## config.mk

```make
export PLATFORM = sky130hd
export DESIGN_NAME = lpmc_ctrl
export DESIGN_NICKNAME = d
export VERILOG_FILES = /design/src/lpmc_pkg.sv /design/src/lpmc_sync_edge.sv /design/src/lpmc_ctrl.sv
export SDC_FILE = /design/constraint.sdc
export NUM_CORES = 1
export LEC_CHECK = 0
export CAP_MARGIN = 30
export CORE_ASPECT_RATIO = 1.5
export CORE_MARGIN = 5
export CORE_UTILIZATION = 35
export CTS_CLUSTER_DIAMETER = 40
export DETAILED_ROUTE_END_ITERATION = 16
export DONT_BUFFER_PORTS = 1
export GPL_TIMING_DRIVEN = 0
export HOLD_SLACK_MARGIN = 0.03
export PLACE_DENSITY = 0.54
export SLEW_MARGIN = 20
export SYNTH_ARGS = -nofsm -noshare
export SYNTH_HDL_FRONTEND = slang
export SYNTH_SLANG_ARGS = --single-unit
```

## constraint.sdc

```tcl
create_clock -name core_clk_in -period 1.8 [get_ports core_clk_in]
set_input_delay 0.27 -clock core_clk_in [delete_from_list [all_inputs] [get_ports core_clk_in]]
set_output_delay 0.27 -clock core_clk_in [all_outputs]
set_load 0.005 [all_outputs]
```

## src/lpmc_pkg.sv

```systemverilog
// Purpose: Shared constants and types for the low-power mode controller.
// Assumes: One 125 MHz system clock, byte addresses on the register bus.
// Notes: Functional notes follow.
// Functional notes
// - A wait instruction with deep sleep clear enters sleep at once.
// - Sleep-on-exit set delays sleep until the current handler has returned.
// - Wait-for-interrupt entry wakes on interrupt; wait-for-event entry on an event.
// - Sleep stops only the core clock; everything else keeps running.
// - Interrupt wake services the interrupt; event wake resumes directly.
// - Deep sleep set with standby select clear enters stop at once.
// - In stop the regulator is low power when the low-power bit is one.
// - Stop halts 1.5V domain clocks and both fast oscillators; state is kept.
// - Stop wake latency is oscillator start-up, plus regulator recovery only when the regulator was low power.
// - Deep sleep, standby select and clear wake flag enter standby.
// - Standby ends on wake pin rise, RTC event, reset pin or watchdog.
// - Standby turns the regulator off; core state is lost.
// - Leaving standby costs a chip reset and restarts from reset.
// - Control register bit 0 is regulator low power, bit 1 standby select.
// - Wake pin or RTC alarm event sets the wake-up event flag.
// - Standby flag is set on standby entry, cleared by reset or write one.
// - Writing one to the wake flag clear bit clears it two cycles later.
package lpmc_pkg;
    // Register byte addresses.
    localparam logic [3:0] LPMC_CTRL_ADDR = 4'h0;
    localparam logic [3:0] LPMC_CSTS_ADDR = 4'h4;
    localparam logic [3:0] LPMC_MODE_ADDR = 4'h8;
    // Field positions.
    localparam int LPMC_CTRL_LPREG_BIT = 0;
    localparam int LPMC_CTRL_SBSEL_BIT = 1;
    localparam int LPMC_CTRL_WUCLR_BIT = 2;
    localparam int LPMC_CTRL_SBCLR_BIT = 3;
    localparam int LPMC_CSTS_WUFLG_BIT = 0;
    localparam int LPMC_CSTS_SBY_FLAG_BIT = 1;
    localparam int LPMC_CSTS_WKEN_BIT = 8;
    // Wait cycles before the bus answer; the status register needs one more.
    localparam logic [1:0] LPMC_WAIT_NORMAL = 2'h1;
    localparam logic [1:0] LPMC_WAIT_CSTS = 2'h2;
    // Timing, in ns, and derived cycle counts (least times round up).
    localparam int LPMC_CLK_PERIOD_NS = 8;
    localparam int LPMC_OSC_START_NS = 4000;
    localparam int LPMC_REG_RECOVER_NS = 2000;
    localparam int LPMC_CHIP_RESET_NS = 8000;
    localparam logic [9:0] LPMC_OSC_START_CYC =
        10'((LPMC_OSC_START_NS + LPMC_CLK_PERIOD_NS - 1) / LPMC_CLK_PERIOD_NS);
    localparam logic [9:0] LPMC_REG_RECOVER_CYC =
        10'((LPMC_REG_RECOVER_NS + LPMC_CLK_PERIOD_NS - 1) / LPMC_CLK_PERIOD_NS);
    localparam logic [9:0] LPMC_CHIP_RESET_CYC =
        10'((LPMC_CHIP_RESET_NS + LPMC_CLK_PERIOD_NS - 1) / LPMC_CLK_PERIOD_NS);
    // Wake source indices on the asynchronous pin vector.
    localparam int LPMC_SRC_WAKE_PIN = 0;
    localparam int LPMC_SRC_RTC = 1;
    localparam int LPMC_SRC_RESET_PIN = 2;
    localparam int LPMC_SRC_WDT = 3;
    localparam int LPMC_SRC_NUM = 4;
    // Mode codes shown in the mode register.
    localparam logic [1:0] LPMC_MODE_RUN = 2'h0;
    localparam logic [1:0] LPMC_MODE_SLEEP = 2'h1;
    localparam logic [1:0] LPMC_MODE_STOP = 2'h2;
    localparam logic [1:0] LPMC_MODE_STANDBY = 2'h3;

    typedef enum logic [2:0] {
        LPMC_ST_RUN, LPMC_ST_SLEEP_PEND, LPMC_ST_SLEEP, LPMC_ST_STOP,
        LPMC_ST_STOP_WAKE, LPMC_ST_STANDBY, LPMC_ST_STANDBY_RST
    } lpmc_fsm_t;

    // Signals from the processor core.
    typedef struct packed {
        logic wait_for_interrupt_instr;
        logic wait_for_event_instr;
        logic deep_sleep_select;
        logic sleep_on_exit;
        logic in_handler;
        logic irq_pending;
        logic wake_event;
    } lpmc_core_t;

    // Clock, oscillator, regulator and core controls.
    typedef struct packed {
        logic core_clk_stop;
        logic periph_clk_stop;
        logic int_fast_osc_stop;
        logic ext_fast_osc_stop;
        logic reg_low_power;
        logic reg_off;
        logic chip_reset;
        logic wake_irq;
        logic wake_event;
    } lpmc_power_t;
endpackage

```

## src/lpmc_sync_edge.sv

```systemverilog
// Purpose: Two-flop synchroniser bank with registered rising-edge detect.
// Assumes: Inputs are asynchronous levels held at least two clock cycles.
// Notes: The first flop feeds only the second flop.
`timescale 1ns/1ns
module lpmc_sync_edge
    import lpmc_pkg::*;
#(
    parameter int WIDTH = 4
) (
    input wire logic core_clk_in,
    input wire logic rstn_in,
    input wire logic [WIDTH-1:0] async_in,
    output logic [WIDTH-1:0] level_out,
    output logic [WIDTH-1:0] rise_out
);
    typedef struct packed {
        logic [WIDTH-1:0] meta;
        logic [WIDTH-1:0] sync;
        logic [WIDTH-1:0] prev;
        logic [WIDTH-1:0] rise;
    } lpmc_sync_t;

    lpmc_sync_t s_reg;
    lpmc_sync_t s_next;

    // Each lane shifts through meta, sync and prev; the edge is taken late.
    always_comb begin
        s_next = s_reg;
        for (int i = 0; i < WIDTH; i++) begin
            s_next.meta[i] = async_in[i];
            s_next.sync[i] = s_reg.meta[i];
            s_next.prev[i] = s_reg.sync[i];
            s_next.rise[i] = s_reg.sync[i] & ~s_reg.prev[i];
        end
    end

    // Synchronous reset keeps the bank quiet right after release.
    always_ff @(posedge core_clk_in) begin
        if (!rstn_in) begin
            s_reg <= '0;
        end else begin
            s_reg <= s_next;
        end
    end

    assign level_out = s_reg.sync;
    assign rise_out = s_reg.rise;
endmodule // lpmc_sync_edge

```

## src/lpmc_ctrl.sv

```systemverilog
// Purpose: Low-power mode sequencer with an Avalon-MM register slave.
// Assumes: Core signals share core_clk_in; wake pins are asynchronous.
// Notes: Clock and regulator controls are registered levels.
//
// Added by the designer: the address map and the Avalon-MM register port.
`timescale 1ns/1ns
module lpmc_ctrl
    import lpmc_pkg::*;
(
    input wire logic core_clk_in,
    input wire logic rstn_in,
    input wire logic [3:0] avs_address_in,
    input wire logic avs_read_in,
    input wire logic avs_write_in,
    input wire logic [31:0] avs_writedata_in,
    input wire logic [3:0] avs_byteenable_in,
    output logic [31:0] avs_readdata_out,
    output logic avs_waitrequest_out,
    input wire lpmc_core_t core_in,
    input wire logic wakeup_pin_in,
    input wire logic rtc_event_in,
    input wire logic external_reset_pin_n_in,
    input wire logic independent_watchdog_in,
    output lpmc_power_t power_out,
    output logic [1:0] mode_out
);
    typedef struct packed {
        lpmc_fsm_t fsm;
        logic event_entry;
        logic [9:0] cnt;
        logic stop_regulator_low_power;
        logic standby_select;
        logic wakeup_pin_enable;
        logic wakeup_event_flag;
        logic standby_flag;
        logic [1:0] wuclr_pipe;
        logic waitreq;
        logic [1:0] bus_cnt;
        logic [31:0] rdata;
        lpmc_power_t pwr;
        logic [1:0] mode;
    } lpmc_regs_t;

    lpmc_regs_t st_reg;
    lpmc_regs_t st_next;
    logic [LPMC_SRC_NUM-1:0] src_level;
    logic [LPMC_SRC_NUM-1:0] src_rise;
    logic [LPMC_SRC_NUM-1:0] src_async;
    logic wait_req;
    logic accept;
    logic ctrl_wr;
    logic wu_set;
    logic wu_clr_req;
    logic sb_clr_req;
    logic standby_exit;
    logic wake_now;

    // Mode code of a sequencer state, used for the bus and the mode output.
    function automatic logic [1:0] lpmc_mode_of(input lpmc_fsm_t f);
        unique case (f)
            LPMC_ST_RUN, LPMC_ST_SLEEP_PEND: lpmc_mode_of = LPMC_MODE_RUN;
            LPMC_ST_SLEEP: lpmc_mode_of = LPMC_MODE_SLEEP;
            LPMC_ST_STOP, LPMC_ST_STOP_WAKE: lpmc_mode_of = LPMC_MODE_STOP;
            LPMC_ST_STANDBY, LPMC_ST_STANDBY_RST: lpmc_mode_of = LPMC_MODE_STANDBY;
        endcase
    endfunction

    // Reset pin is inverted ahead of the synchroniser so every lane is active high.
    assign src_async[LPMC_SRC_WAKE_PIN] = wakeup_pin_in;
    assign src_async[LPMC_SRC_RTC] = rtc_event_in;
    assign src_async[LPMC_SRC_RESET_PIN] = ~external_reset_pin_n_in;
    assign src_async[LPMC_SRC_WDT] = independent_watchdog_in;

    lpmc_sync_edge #(
        .WIDTH(LPMC_SRC_NUM)
    ) u_sync (
        .core_clk_in(core_clk_in),
        .rstn_in(rstn_in),
        .async_in(src_async),
        .level_out(src_level),
        .rise_out(src_rise)
    );

    // Request decode; a write takes effect only on the cycle it is answered.
    assign wait_req = core_in.wait_for_interrupt_instr | core_in.wait_for_event_instr;
    assign accept = !st_reg.waitreq && (avs_read_in || avs_write_in);
    assign ctrl_wr = accept && avs_write_in && avs_address_in == LPMC_CTRL_ADDR
        && avs_byteenable_in[0];
    assign wu_clr_req = ctrl_wr && avs_writedata_in[LPMC_CTRL_WUCLR_BIT];
    assign sb_clr_req = ctrl_wr && avs_writedata_in[LPMC_CTRL_SBCLR_BIT];
    // A wake pin rise counts only while the pin is enabled as a wake source.
    assign wu_set = (src_rise[LPMC_SRC_WAKE_PIN] && st_reg.wakeup_pin_enable)
        || src_rise[LPMC_SRC_RTC];
    assign standby_exit = (src_rise[LPMC_SRC_WAKE_PIN] && st_reg.wakeup_pin_enable)
        || src_rise[LPMC_SRC_RTC] || src_level[LPMC_SRC_RESET_PIN]
        || src_level[LPMC_SRC_WDT];
    assign wake_now = st_reg.event_entry ? core_in.wake_event : core_in.irq_pending;

    // Next-state logic for the sequencer, the flags and the bus slave.
    always_comb begin
        st_next = st_reg;
        st_next.pwr.wake_irq = 1'b0;
        st_next.pwr.wake_event = 1'b0;
        st_next.wuclr_pipe = {st_reg.wuclr_pipe[0], wu_clr_req};

        // Flags: a set in the same cycle as a clear wins.
        st_next.wakeup_event_flag = wu_set
            || (st_reg.wakeup_event_flag && !st_reg.wuclr_pipe[1]);
        st_next.standby_flag = st_reg.standby_flag && !sb_clr_req;

        unique case (st_reg.fsm)
            LPMC_ST_RUN: begin
                if (wait_req) begin
                    st_next.event_entry = core_in.wait_for_event_instr;
                    if (!core_in.deep_sleep_select) begin
                        // Other bits are ignored when deep sleep is clear.
                        if (core_in.sleep_on_exit && core_in.in_handler) begin
                            st_next.fsm = LPMC_ST_SLEEP_PEND;
                        end else begin
                            st_next.fsm = LPMC_ST_SLEEP;
                        end
                    end else if (!st_reg.standby_select) begin
                        st_next.fsm = LPMC_ST_STOP;
                    end else if (!st_reg.wakeup_event_flag) begin
                        st_next.fsm = LPMC_ST_STANDBY;
                        st_next.standby_flag = 1'b1;
                    end
                end
            end
            LPMC_ST_SLEEP_PEND: begin
                // Sleep begins once the handler has returned.
                if (!core_in.in_handler) begin
                    st_next.fsm = LPMC_ST_SLEEP;
                end
            end
            LPMC_ST_SLEEP: begin
                // No added delay: wake is reported the cycle after the cause.
                if (wake_now) begin
                    st_next.fsm = LPMC_ST_RUN;
                    st_next.pwr.wake_irq = !st_reg.event_entry;
                    st_next.pwr.wake_event = st_reg.event_entry;
                end
            end
            LPMC_ST_STOP: begin
                if (wake_now) begin
                    st_next.fsm = LPMC_ST_STOP_WAKE;
                    // Recovery from low power only costs time if it was used.
                    st_next.cnt = st_reg.stop_regulator_low_power
                        ? LPMC_OSC_START_CYC + LPMC_REG_RECOVER_CYC
                        : LPMC_OSC_START_CYC;
                end
            end
            LPMC_ST_STOP_WAKE: begin
                st_next.cnt = st_reg.cnt - 10'h001;
                if (st_reg.cnt == 10'h001) begin
                    st_next.fsm = LPMC_ST_RUN;
                    st_next.pwr.wake_irq = !st_reg.event_entry;
                    st_next.pwr.wake_event = st_reg.event_entry;
                end
            end
            LPMC_ST_STANDBY: begin
                if (standby_exit) begin
                    st_next.fsm = LPMC_ST_STANDBY_RST;
                    st_next.cnt = LPMC_CHIP_RESET_CYC;
                    // Control register is lost with the 1.5V domain.
                    st_next.stop_regulator_low_power = 1'b0;
                    st_next.standby_select = 1'b0;
                end
            end
            LPMC_ST_STANDBY_RST: begin
                st_next.cnt = st_reg.cnt - 10'h001;
                if (st_reg.cnt == 10'h001) begin
                    st_next.fsm = LPMC_ST_RUN;
                end
            end
        endcase

        // Register writes land on the answered cycle, ahead of the power controls,
        // so that a new regulator bit never lags one cycle behind the output.
        if (ctrl_wr) begin
            st_next.stop_regulator_low_power =
                avs_writedata_in[LPMC_CTRL_LPREG_BIT];
            st_next.standby_select = avs_writedata_in[LPMC_CTRL_SBSEL_BIT];
        end
        if (accept && avs_write_in && avs_address_in == LPMC_CSTS_ADDR
            && avs_byteenable_in[1]) begin
            st_next.wakeup_pin_enable = avs_writedata_in[LPMC_CSTS_WKEN_BIT];
        end

        // Clock and regulator controls follow the next state.
        st_next.pwr.core_clk_stop = st_next.fsm != LPMC_ST_RUN
            && st_next.fsm != LPMC_ST_SLEEP_PEND;
        st_next.pwr.periph_clk_stop = st_next.fsm inside {LPMC_ST_STOP, LPMC_ST_STOP_WAKE,
            LPMC_ST_STANDBY, LPMC_ST_STANDBY_RST};
        st_next.pwr.int_fast_osc_stop = st_next.fsm inside {LPMC_ST_STOP,
            LPMC_ST_STANDBY};
        st_next.pwr.ext_fast_osc_stop = st_next.fsm inside {LPMC_ST_STOP,
            LPMC_ST_STOP_WAKE, LPMC_ST_STANDBY};
        st_next.pwr.reg_low_power = st_next.fsm == LPMC_ST_STOP
            && st_next.stop_regulator_low_power;
        st_next.pwr.reg_off = st_next.fsm == LPMC_ST_STANDBY;
        st_next.pwr.chip_reset = st_next.fsm == LPMC_ST_STANDBY_RST;
        st_next.mode = lpmc_mode_of(st_next.fsm);

        // Bus timing: one wait cycle, two for the status register.
        if (!st_reg.waitreq) begin
            st_next.waitreq = 1'b1;
            st_next.bus_cnt = 2'h0;
        end else if (avs_read_in || avs_write_in) begin
            if (st_reg.bus_cnt == ((avs_address_in == LPMC_CSTS_ADDR)
                ? LPMC_WAIT_CSTS : LPMC_WAIT_NORMAL) - 2'h1) begin
                st_next.waitreq = 1'b0;
                st_next.bus_cnt = 2'h0;
                st_next.rdata = 32'h0000_0000;
                // Clear bits read as zero; unmapped addresses read zero.
                unique case (avs_address_in)
                    LPMC_CTRL_ADDR: begin
                        st_next.rdata[LPMC_CTRL_LPREG_BIT] = st_reg.stop_regulator_low_power;
                        st_next.rdata[LPMC_CTRL_SBSEL_BIT] = st_reg.standby_select;
                    end
                    LPMC_CSTS_ADDR: begin
                        st_next.rdata[LPMC_CSTS_WUFLG_BIT] = st_reg.wakeup_event_flag;
                        st_next.rdata[LPMC_CSTS_SBY_FLAG_BIT] = st_reg.standby_flag;
                        st_next.rdata[LPMC_CSTS_WKEN_BIT] = st_reg.wakeup_pin_enable;
                    end
                    LPMC_MODE_ADDR: begin
                        st_next.rdata[1:0] = lpmc_mode_of(st_reg.fsm);
                    end
                    default: begin
                        st_next.rdata = 32'h0000_0000;
                    end
                endcase
            end else begin
                st_next.bus_cnt = st_reg.bus_cnt + 2'h1;
            end
        end else begin
            st_next.bus_cnt = 2'h0;
        end
    end

    // Single register stage; rstn_in stands for power-on reset of the flags.
    always_ff @(posedge core_clk_in) begin
        if (!rstn_in) begin
            st_reg <= '0;
            st_reg.fsm <= LPMC_ST_RUN;
            st_reg.waitreq <= 1'b1;
        end else begin
            st_reg <= st_next;
        end
    end

    assign avs_readdata_out = st_reg.rdata;
    assign avs_waitrequest_out = st_reg.waitreq;
    assign power_out = st_reg.pwr;
    assign mode_out = st_reg.mode;
endmodule // lpmc_ctrl

```

# Word level (Yosys, flattened, before mapping)
# Cells that the tools add are included.
classes:
  add_sub_neg: 3
  mul: 0
  n_div: 0
  order_cmp: 0
  eq_ne: 19
  n_shift: 0
  muxes: 32
  bitwise: 9
  n_reduce_logical: 46
ops:
  columns: ["cell", "count"]
  rows:
  - ["$pmux 10 s3", 1]
  - ["$mux 3", 8]
  - ["$mux 10", 2]
  - ["$eq 3x3->1 const B", 6]
  - ["$pmux 3 s6", 1]
  - ["$pmux 2 s4", 2]
  - ["$logic_and 1x1->1", 14]
  - ["$reduce_or 2->1", 7]
  - ["$eq 3x2->1 const B", 4]
  - ["$mux 12", 1]
  - ["$mux 2", 6]
  - ["$eq 10x1->1 const B", 1]
  - ["$sub 10x1->10 const B", 1]
  - ["$reduce_and 3->1", 3]
  - ["$reduce_bool 3->1", 3]
  - ["$mux 1", 8]
  - ["$eq 3x1->1 const B", 2]
  - ["$logic_not 3->1", 2]
  - ["$not 1->1", 6]
  - ["$pmux 2 s3", 1]
  - ["$reduce_bool 2->1", 3]
  - ["$logic_or 1x1->1", 5]
  - ["$eq 4x3->1 const B", 1]
  - ["$eq 4x4->1 const B", 1]
  - ["14 further kinds", 20]
totals:
  regBits: 52
  latch_bits: 0
  ram_bits: 0
  mem_bits_ro: 0
  input_bits: 55
  n_memories: 0

# Longest topological paths before layout
# Gate-level depths: netlist of the first run.
depth:
  depth_word: 13
  mapped_depth: 8
  depth_no_buf: 7

# Cells and area by module
# Synthesis of the first run repeated with hierarchy kept, for this count alone.
hier_totals:
  hier_cells: 314
  area_unflattened_um2: 2770.2
by_module_without_submodules:
  columns: ["module", "n_inst", "cells_per_inst", "area_per_inst_um2", "seq_area_each_um2"]
  rows:
  - ["lpmc_ctrl", 1, 273, 2253.4, 740.7]
  - ["lpmc_sync_edge", 1, 41, 516.7, 320.3]

# Worst setup path after synthesis of the first run
# Ideal clock, no wire load.
synth_timing:
  kind: "register to register"
  from: "reg st_reg[63] (netlist name)"
  to: "reg st_reg (netlist bit power_out[7])"
  setup_ns: 0.132
  arrival_time_ns: 1.452
  required_time_ns: 1.668
  setup_slack_ns: 0.216
  path_stages_with_launch: 7
  path_buffers: 0
  cell_sequence: "dfxtp_1 > mux2_4 > a221oi_2 > nor2_1 > a22o_2 > o21ai_1 > a21oi_1"
synth_via:
  elab_chain_len: 5
  word_cells_on_any_way: 9
  classes_between: "eq/ne (4); mux (4); reduce/logical (1)"
synth_lines:
  columns: ["item", "line", "rtl"]
  rows:
  - ["from (decl)", "lpmc_ctrl.sv:44", "lpmc_regs_t st_reg;"]
  - ["from (signal assigned)", "lpmc_ctrl.sv:248", "st_reg <= st_next;"]
  - ["$mux 1 *", "lpmc_ctrl.sv:97", "assign wake_now = st_reg.event_entry ? core_in.wake_event : core_in.irq_pending;"]
  - ["$mux 3, on equally long branches", "lpmc_ctrl.sv:145, lpmc_ctrl.sv:138", null]
  - ["$pmux 3 s6 *", "lpmc_ctrl.sv:111", "unique case (st_reg.fsm)"]
  - ["$eq 3x2->1 or $eq 3x3->1 (tied branches)", "lpmc_ctrl.sv:193", "st_next.pwr.periph_clk_stop = st_next.fsm inside {LPMC_ST_STOP, LPMC_ST_STOP_WAKE,"]
  - ["$reduce_bool 4->1 *", "lpmc_ctrl.sv:193", null]
# Mark *: on every way between the ends. The rest lies on a longest branch, timed or not.
# A chain may end at the register's enable or synchronous reset.

# Final worst setup path of the first run
layout_timing:
  from: "reg st_reg[63] (netlist name)"
  to: "reg st_reg (netlist bit power_out[4])"
layout_via:
  elab_chain_len: 5
  word_cells_on_any_way: 6
  classes_between: "eq/ne (1); mux (4); reduce/logical (1)"
layout_lines:
  columns: ["item", "line", "rtl"]
  rows:
  - ["$mux 1 *", "lpmc_ctrl.sv:97", null]
  - ["$mux 3, on equally long branches", "lpmc_ctrl.sv:145, lpmc_ctrl.sv:138", null]
  - ["$pmux 3 s6 *", "lpmc_ctrl.sv:111", null]
  - ["$eq 3x2->1 *", "lpmc_ctrl.sv:199", "st_next.pwr.reg_low_power = st_next.fsm == LPMC_ST_STOP"]
  - ["$logic_and 1x1->1 *", "lpmc_ctrl.sv:200", "&& st_next.stop_regulator_low_power;"]
# Marks and branches as above.

==> out/metrics.cfg, run 1 <==
[critical_path]
required_ns=2.04
start_kind=register
critical_path.max_fanout=4
slowest_delay_ns=0.37
critical_path_class=register to register
worst_ep_arrival_time_ns=1.98
slowest_stage=dfxtp_4
cp-end-kind=register
path_cells=mux2_4, a221oi_2, nor2_1, buf_4, a22oi_2, nand3_2, nor3b_2

[sta]
grt_setup_unrepaired=true
finalSetupViolations=0
max-slew-margin-rel=0.589
fmax_mhz=575
finalHoldViolCount=0
tightest_slew_ns=0.615
slew_viol_final=0
tns_ns=0
fin_skew_ns=0.00847
min_period_over_period=0.966
worst_slack_ns=0.0607
finalWorstPathRequiredPeriod_ns=1.74

[yosys]
synth_mux_area_frac=0.0253
yosys_warnings=0
yosysMostFrequentCell=dfxtp_1
synth_cell_types=56
async_flop_share=0
avgSynthCellArea_um2=8.48
synth-edff-count=0
synthXorXnorAreaFrac=0.0136
synth-seq-cells=49
yosysSeqAreaShare=0.382
synthCells=303
synthSimpleGateAreaFrac=0.251
synth_compound_area_frac=0.165
ys_top_cells_by_area=dfxtp_1, buf_4, a21oi_1
synthAdderAreaFrac=0.00974
yosysTopAreaCell=dfxtp_1
synth_ff_type=dfxtp_1
synth_area_um2=2570
synth_top_family_by_area=simple AND/OR/NAND/NOR gates
ys_top_cells_by_count=dfxtp_1, buf_4, nand2_1, nor2_1, a21oi_1
yosysTopAreaCellShare=0.382

[detailed_routing]
via_per_inst=4.67
first_iter_violations=78
first_pass_iters=4
ant_nets=0
wl_per_cell_um=13.6
drt_drc_violations_left=0
dr_total_vias=2067
wl_um=6040

[floorplanning]
io_pins=99
die_h_um=115
core-area_um2=7180
fp.dieArea_um2=9190
rows=38
die_w_um=80.0
start_util=0.358

[global_route]
grt_pass1_wl_um=9490
grt_usage=0.133
grt_max_degree=16
grt_pass1_vias=1973
antenna_found_initial=0
grt-ovfl-total=0

[final_layout]
fin_util=0.417
n_antenna_cell=0
num-nets-final=399
drive_above_1_share=0.254
syn_to_final_growth_pct=16.5
largest_reg_flops=22

[clocking]
cts_buffers=5
ctsRootBufferMaster=clkbuf_8
htree_num_levels=2
clk_pin_slew_ns=0.09
clkLatencyLatePin_ns=0.31
cts_tree=built
cts.sinks=49
clk_path_buf_depth=2

[power]
pwr-share-seq=0.482
p_clk_frac=0.276
p_sw_w=0.000756
p_per_area_nw_per_um2=841
p_leak_nw=1.27
p_int_w=0.00176
p_sw_frac=0.300
peakVddDrop_v=0.000256
p_comb_frac=0.242

[place]
hpwl_um=4690
io_buffers=0
place_worst_setup_slack_ns=-0.0936
gp_congestion=0.896

[worst_hold_path]
min_path_type=input port to register

[flow_run]
maxCapViolations=0

[outcome]
status=completed

cell usage in the layout (no fill, tap or decap), drive strengths merged, types with 2 or more instances in the layout:
cell / instances
a311oi: 2
dfxtp: 49
and3: 5
nand2: 26
o21ai: 15
nor3b: 2
inv: 4
nand2b: 8
clkinv: 3
buf: 51
nor2b: 6
a21oi: 25
nand4b: 2
a211o: 4
nand3: 12
o22ai: 3
nand3b: 2
and2: 12
conb: 29
a2111oi: 2
nand4: 2
a22oi: 2
nor2: 25
xor2: 3
ha: 2
nor4: 4
o211ai: 2
clkbuf: 12
mux2i: 5
nor3: 7
a22o: 2
path summary, 6_finish.rpt:
path,start,to,slack (ns),depth (start not counted)
setup / recovery,st_reg[63],power_out[4],0.06,7
hold / removal,wakeup_pin_in,u_sync.s_next[8],0.08,1
hold reg to reg,u_sync.s_reg[4],u_sync.rise_out[0],0.39,1
setup reg to reg,st_reg[63],power_out[4],0.06,7
metal layers:
metal  global-route usage  wire (um)  part of all wire
met1                0.133       2310              0.38
met2                0.249       3190              0.53
met3               0.0266        281             0.047
met4               0.0767        263             0.044
met5                    0          0                 0
area by class of cell:
| cell class | count | area [um2] |
|---|---|---|
| clock inverter | 2 | 13.8 |
| fill | 751 | 4190 |
| multi-input combinational | 223 | 1350 |
| clock buffer | 6 | 82.6 |
| buffer | 53 | 378 |
| inverter | 5 | 18.8 |
| sequential | 49 | 988 |
| timing repair buffer | 5 | 40.0 |
| tap | 100 | 125 |
timing repair:
item / 4_1_cts / 5_1_grt
endpoints found under the hold margin: 1 / 0
pin swaps: 0 / 7
setup endpoints to repair: 8 / 18
gates resized for setup: 2 / 21
buffers inserted: 0 / 4
hold buffers: 1 / 0
critical path, delay by kind of cell, from the launching register on:
family                 cells  cell delay [ns]
multiplexers               1             0.32
AND/OR/NAND/NOR            3             0.40
flip-flops                 1             0.37
buffers and inverters      1             0.14
AO/OA/AOI/OAI              2             0.45
power by group through the flow:
stage	Sequential (W)	Combinational [W]	Clock (W)
4_1_cts	0.00120	0.000581	0.000719
5_1_grt	0.00123	0.000680	0.000766
2_1_floorplan	0.00121	0.000479	0
3_5_place_dp	0.00122	0.000575	0
6_report	0.00121	0.000610	0.000694
3_3_place_gp	0.00122	0.000572	0
metrics by stage:
step | total power (W) | hold slack [ns] | cells | instance area [um2]
2_1_floorplan | 0.00169 | 0.337 | 331 | 2680
3_3_place_gp | 0.00179 | 0.340 | 431 | 2800
3_5_place_dp | 0.00180 | 0.343 | 431 | 2800
4_1_cts | 0.00250 | 0.0681 | 440 | 2910
5_1_grt | 0.00268 | 0.0690 | 443 | 2990
6_report | 0.00252 | 0.0776 | 443 | 2990
cell families after synthesis:
logic type	after synthesis
adders and majority gates	2
xor gates and xnor gates	4
other	1
muxes	6
buffers and inverters	59
AOI/OAI and AO/OA	63
and+or+nand+nor	119
DFF	49
Note: power is estimated with default switching activity, not from simulation.
==> run 2, diff against run 1 <==
--- a/config.mk
+++ b/config.mk
@@ -14,7 +14,6 @@
 export DONT_BUFFER_PORTS = 1
 export GPL_TIMING_DRIVEN = 0
 export HOLD_SLACK_MARGIN = 0.03
-export PLACE_DENSITY = 0.54
 export SLEW_MARGIN = 20
 export SYNTH_ARGS = -nofsm -noshare
 export SYNTH_HDL_FRONTEND = slang
==> run 2 against run 1 <==
Effect of this change:
- wire length decreased by 1.8%
- register-to-register slack hardly changed
- highest routed layer unchanged
- via count is 0.39% lower
- utilization shrank 0.30 points
- clock power shrank 9.2%
- hold slack improved by 0.0034 ns
- cell count is 0.45% lower
- final area down 0.71%
- sequential power barely moved
- setup slack lost 0.011 ns
- combinational power grew 0.7%
- global-route usage is 0.058 points lower
==> out/metrics.cfg, run 2 (synthesized netlist as in run 1, its figures left out) <==
[sta]
fin_hold_ws_ns=0.0810  ; +0.00339 ns
worst_slack_ns=0.0497  ; -0.0110 ns
slew_viol_final=0  ; unchanged
tightest_slew_ns=0.622  ; +0.00704 ns
finalSetupViolations=0  ; unchanged
fmax_mhz=571  ; -0.63%
finalHoldViolCount=0  ; unchanged
fin_skew_ns=0.0140  ; +0.00550 ns
max-slew-margin-rel=0.586  ; -0.00381
grt_setup_unrepaired=true
min_period_over_period=0.972  ; +0.00609
finalWorstPathRequiredPeriod_ns=1.75  ; +0.0110 ns

[global_route]
grt_max_degree=16  ; unchanged
antenna_found_initial=0  ; unchanged
grt_pass1_vias=2028  ; +2.8%
grt-ovfl-total=0  ; unchanged
grt_usage=0.133  ; -0.000579
grt_pass1_wl_um=9450  ; -0.36%

[floorplanning]
die_h_um=115  ; unchanged
start_util=0.358  ; unchanged
io_pins=99  ; unchanged
rows=38  ; unchanged
die_w_um=80.0  ; unchanged
core-area_um2=7180  ; unchanged
fp.dieArea_um2=9190  ; unchanged

[place]
place_worst_setup_slack_ns=-0.146  ; -0.0524 ns
hpwl_um=4630  ; -1.4%
post-place-cells=431  ; unchanged
dpl_cell_area_um2=2800  ; unchanged
io_buffers=0  ; unchanged
gp_congestion=0.925  ; +3.1%

[critical_path]
required_ns=2.02  ; -0.02 ns
slowest_delay_ns=0.33  ; -0.04 ns
start_kind=register
critical_path.max_fanout=4  ; unchanged
critical_path_class=register to register
path_cells=inv_1, ha_1, nor4b_2, and3_4, o22a_2, nand3_2, nor3b_1
cp-end-kind=register
worst_ep_arrival_time_ns=1.97  ; about the same
slowest_stage=dfxtp_1

[power]
p_clk_frac=0.257  ; -0.019
p_leak_nw=1.24  ; -1.8%
p_int_w=0.00171  ; -3.1%
pwr-share-seq=0.491  ; +0.009
p_sw_frac=0.302  ; +0.00165
p_sw_w=0.000738  ; -2.3%
fin_total_pwr_w=0.00245  ; -2.9%
p_per_area_nw_per_um2=823  ; -2.2%
peakVddDrop_v=0.000314  ; +23%
p_comb_frac=0.251  ; +0.009

[final_layout]
layout_common_cells=buf_4, dfxtp_1, conb_1, nand2_1
stdcell_count=441  ; -0.45%
n_antenna_cell=0  ; unchanged
layout.area.seq_um2=985  ; -0.38%
num-nets-final=398  ; -0.25%
syn_to_final_growth_pct=15.7
final_common_cell=buf_4
n_fill_cell=746  ; -0.67%
postLayoutCellArea_um2=2970  ; -0.71%
multi_input_area_um2=1350  ; +0.19%
largest_reg_flops=22  ; unchanged
drive_above_1_share=0.252  ; -0.00144

[clocking]
cts_tree=built
cts.sinks=49  ; unchanged
htree_num_levels=2  ; unchanged
clkLatencyLatePin_ns=0.31  ; about the same
ctsRootBufferMaster=clkbuf_8
cts_buffers=5  ; unchanged
clk_path_buf_depth=2  ; unchanged
clk_pin_slew_ns=0.09  ; about the same

[detailed_routing]
drt_drc_violations_left=0  ; unchanged
wl_per_cell_um=13.5  ; -1.3%
ant_nets=0  ; unchanged
wl_um=5930  ; -1.8%
via_per_inst=4.67  ; about the same
first_pass_iters=4  ; unchanged
first_iter_violations=100  ; +28%
dr_total_vias=2059  ; -0.39%

[flow_run]
maxCapViolations=0  ; unchanged

[worst_hold_path]
min_path_type=input port to register

[outcome]
status=completed

[run 2: power groups by stage]
stage | Sequential, W | Clock, W | Combinational (W)
after floorplan | 0.00121 | 0 | 0.000479
after global placement | 0.00122 | 0 | 0.000570
after detailed placement | 0.00122 | 0 | 0.000576
after CTS | 0.00120 | 0.000658 | 0.000590
after global routing | 0.00121 | 0.000698 | 0.000685
final | 0.00120 | 0.000630 | 0.000614
[run 2: path summary, 6_finish.rpt]
kind                            from                  to  slack (ns)  depth (start not counted)
max                       st_reg[54]        power_out[4]        0.05                          7
min          independent_watchdog_in   u_sync.s_next[11]        0.08                          1
max reg2reg               st_reg[54]        power_out[4]        0.05                          7
min reg2reg          u_sync.s_reg[5]  u_sync.rise_out[1]        0.38                          1
[run 2: layer usage]
metal / global-route usage / routed length (um) / vias to the layer above / part of all wire
met4: 0.0778 / 166 / 0 / 0.028
met1: 0.133 / 2270 / 939 / 0.38
met3: 0.0219 / 287 / 12 / 0.048
met5: 0 / 0 / - / 0
met2: 0.251 / 3210 / 56 / 0.54
li1: - / - / 1052 / -
[run 2: critical path, delay by kind of cell, from the launching register on]
| kind | cells | cell delay [ns] |
|---|---|---|
| AO/OA/AOI/OAI | 1 | 0.20 |
| AND/OR/NAND/NOR | 4 | 0.82 |
| flip-flops | 1 | 0.33 |
| adder cells (fa/ha/maj) | 1 | 0.22 |
| buffers and inverters | 1 | 0.09 |
[run 2: area by class of cell]
cell class,instances,share of cell area
multi-input combinational,223,0.454
buffer,54,0.129
timing repair buffer,3,0.00842
clock buffer,5,0.0231
clock inverter,2,0.00547
inverter,5,0.00631
tap,100,0.0421
sequential,49,0.331
[run 2: per-stage QoR]
step	TNS, ns	utilization
after CTS	0	0.406
final	0	0.414
after detailed placement	-0.449	0.390
after global placement	-0.428	0.390
after global routing	-0.280	0.414
after floorplan	0	-
[run 2: what timing repair did]
| action | in CTS | in global routing |
|---|---|---|
| resized for setup | 3 | 18 |
| hold buffers | 1 | 0 |
| endpoints found under the hold margin | 1 | 0 |
| setup endpoints to repair | 3 | 16 |
| buffers inserted | 1 | 1 |
| pin swaps | 1 | 2 |
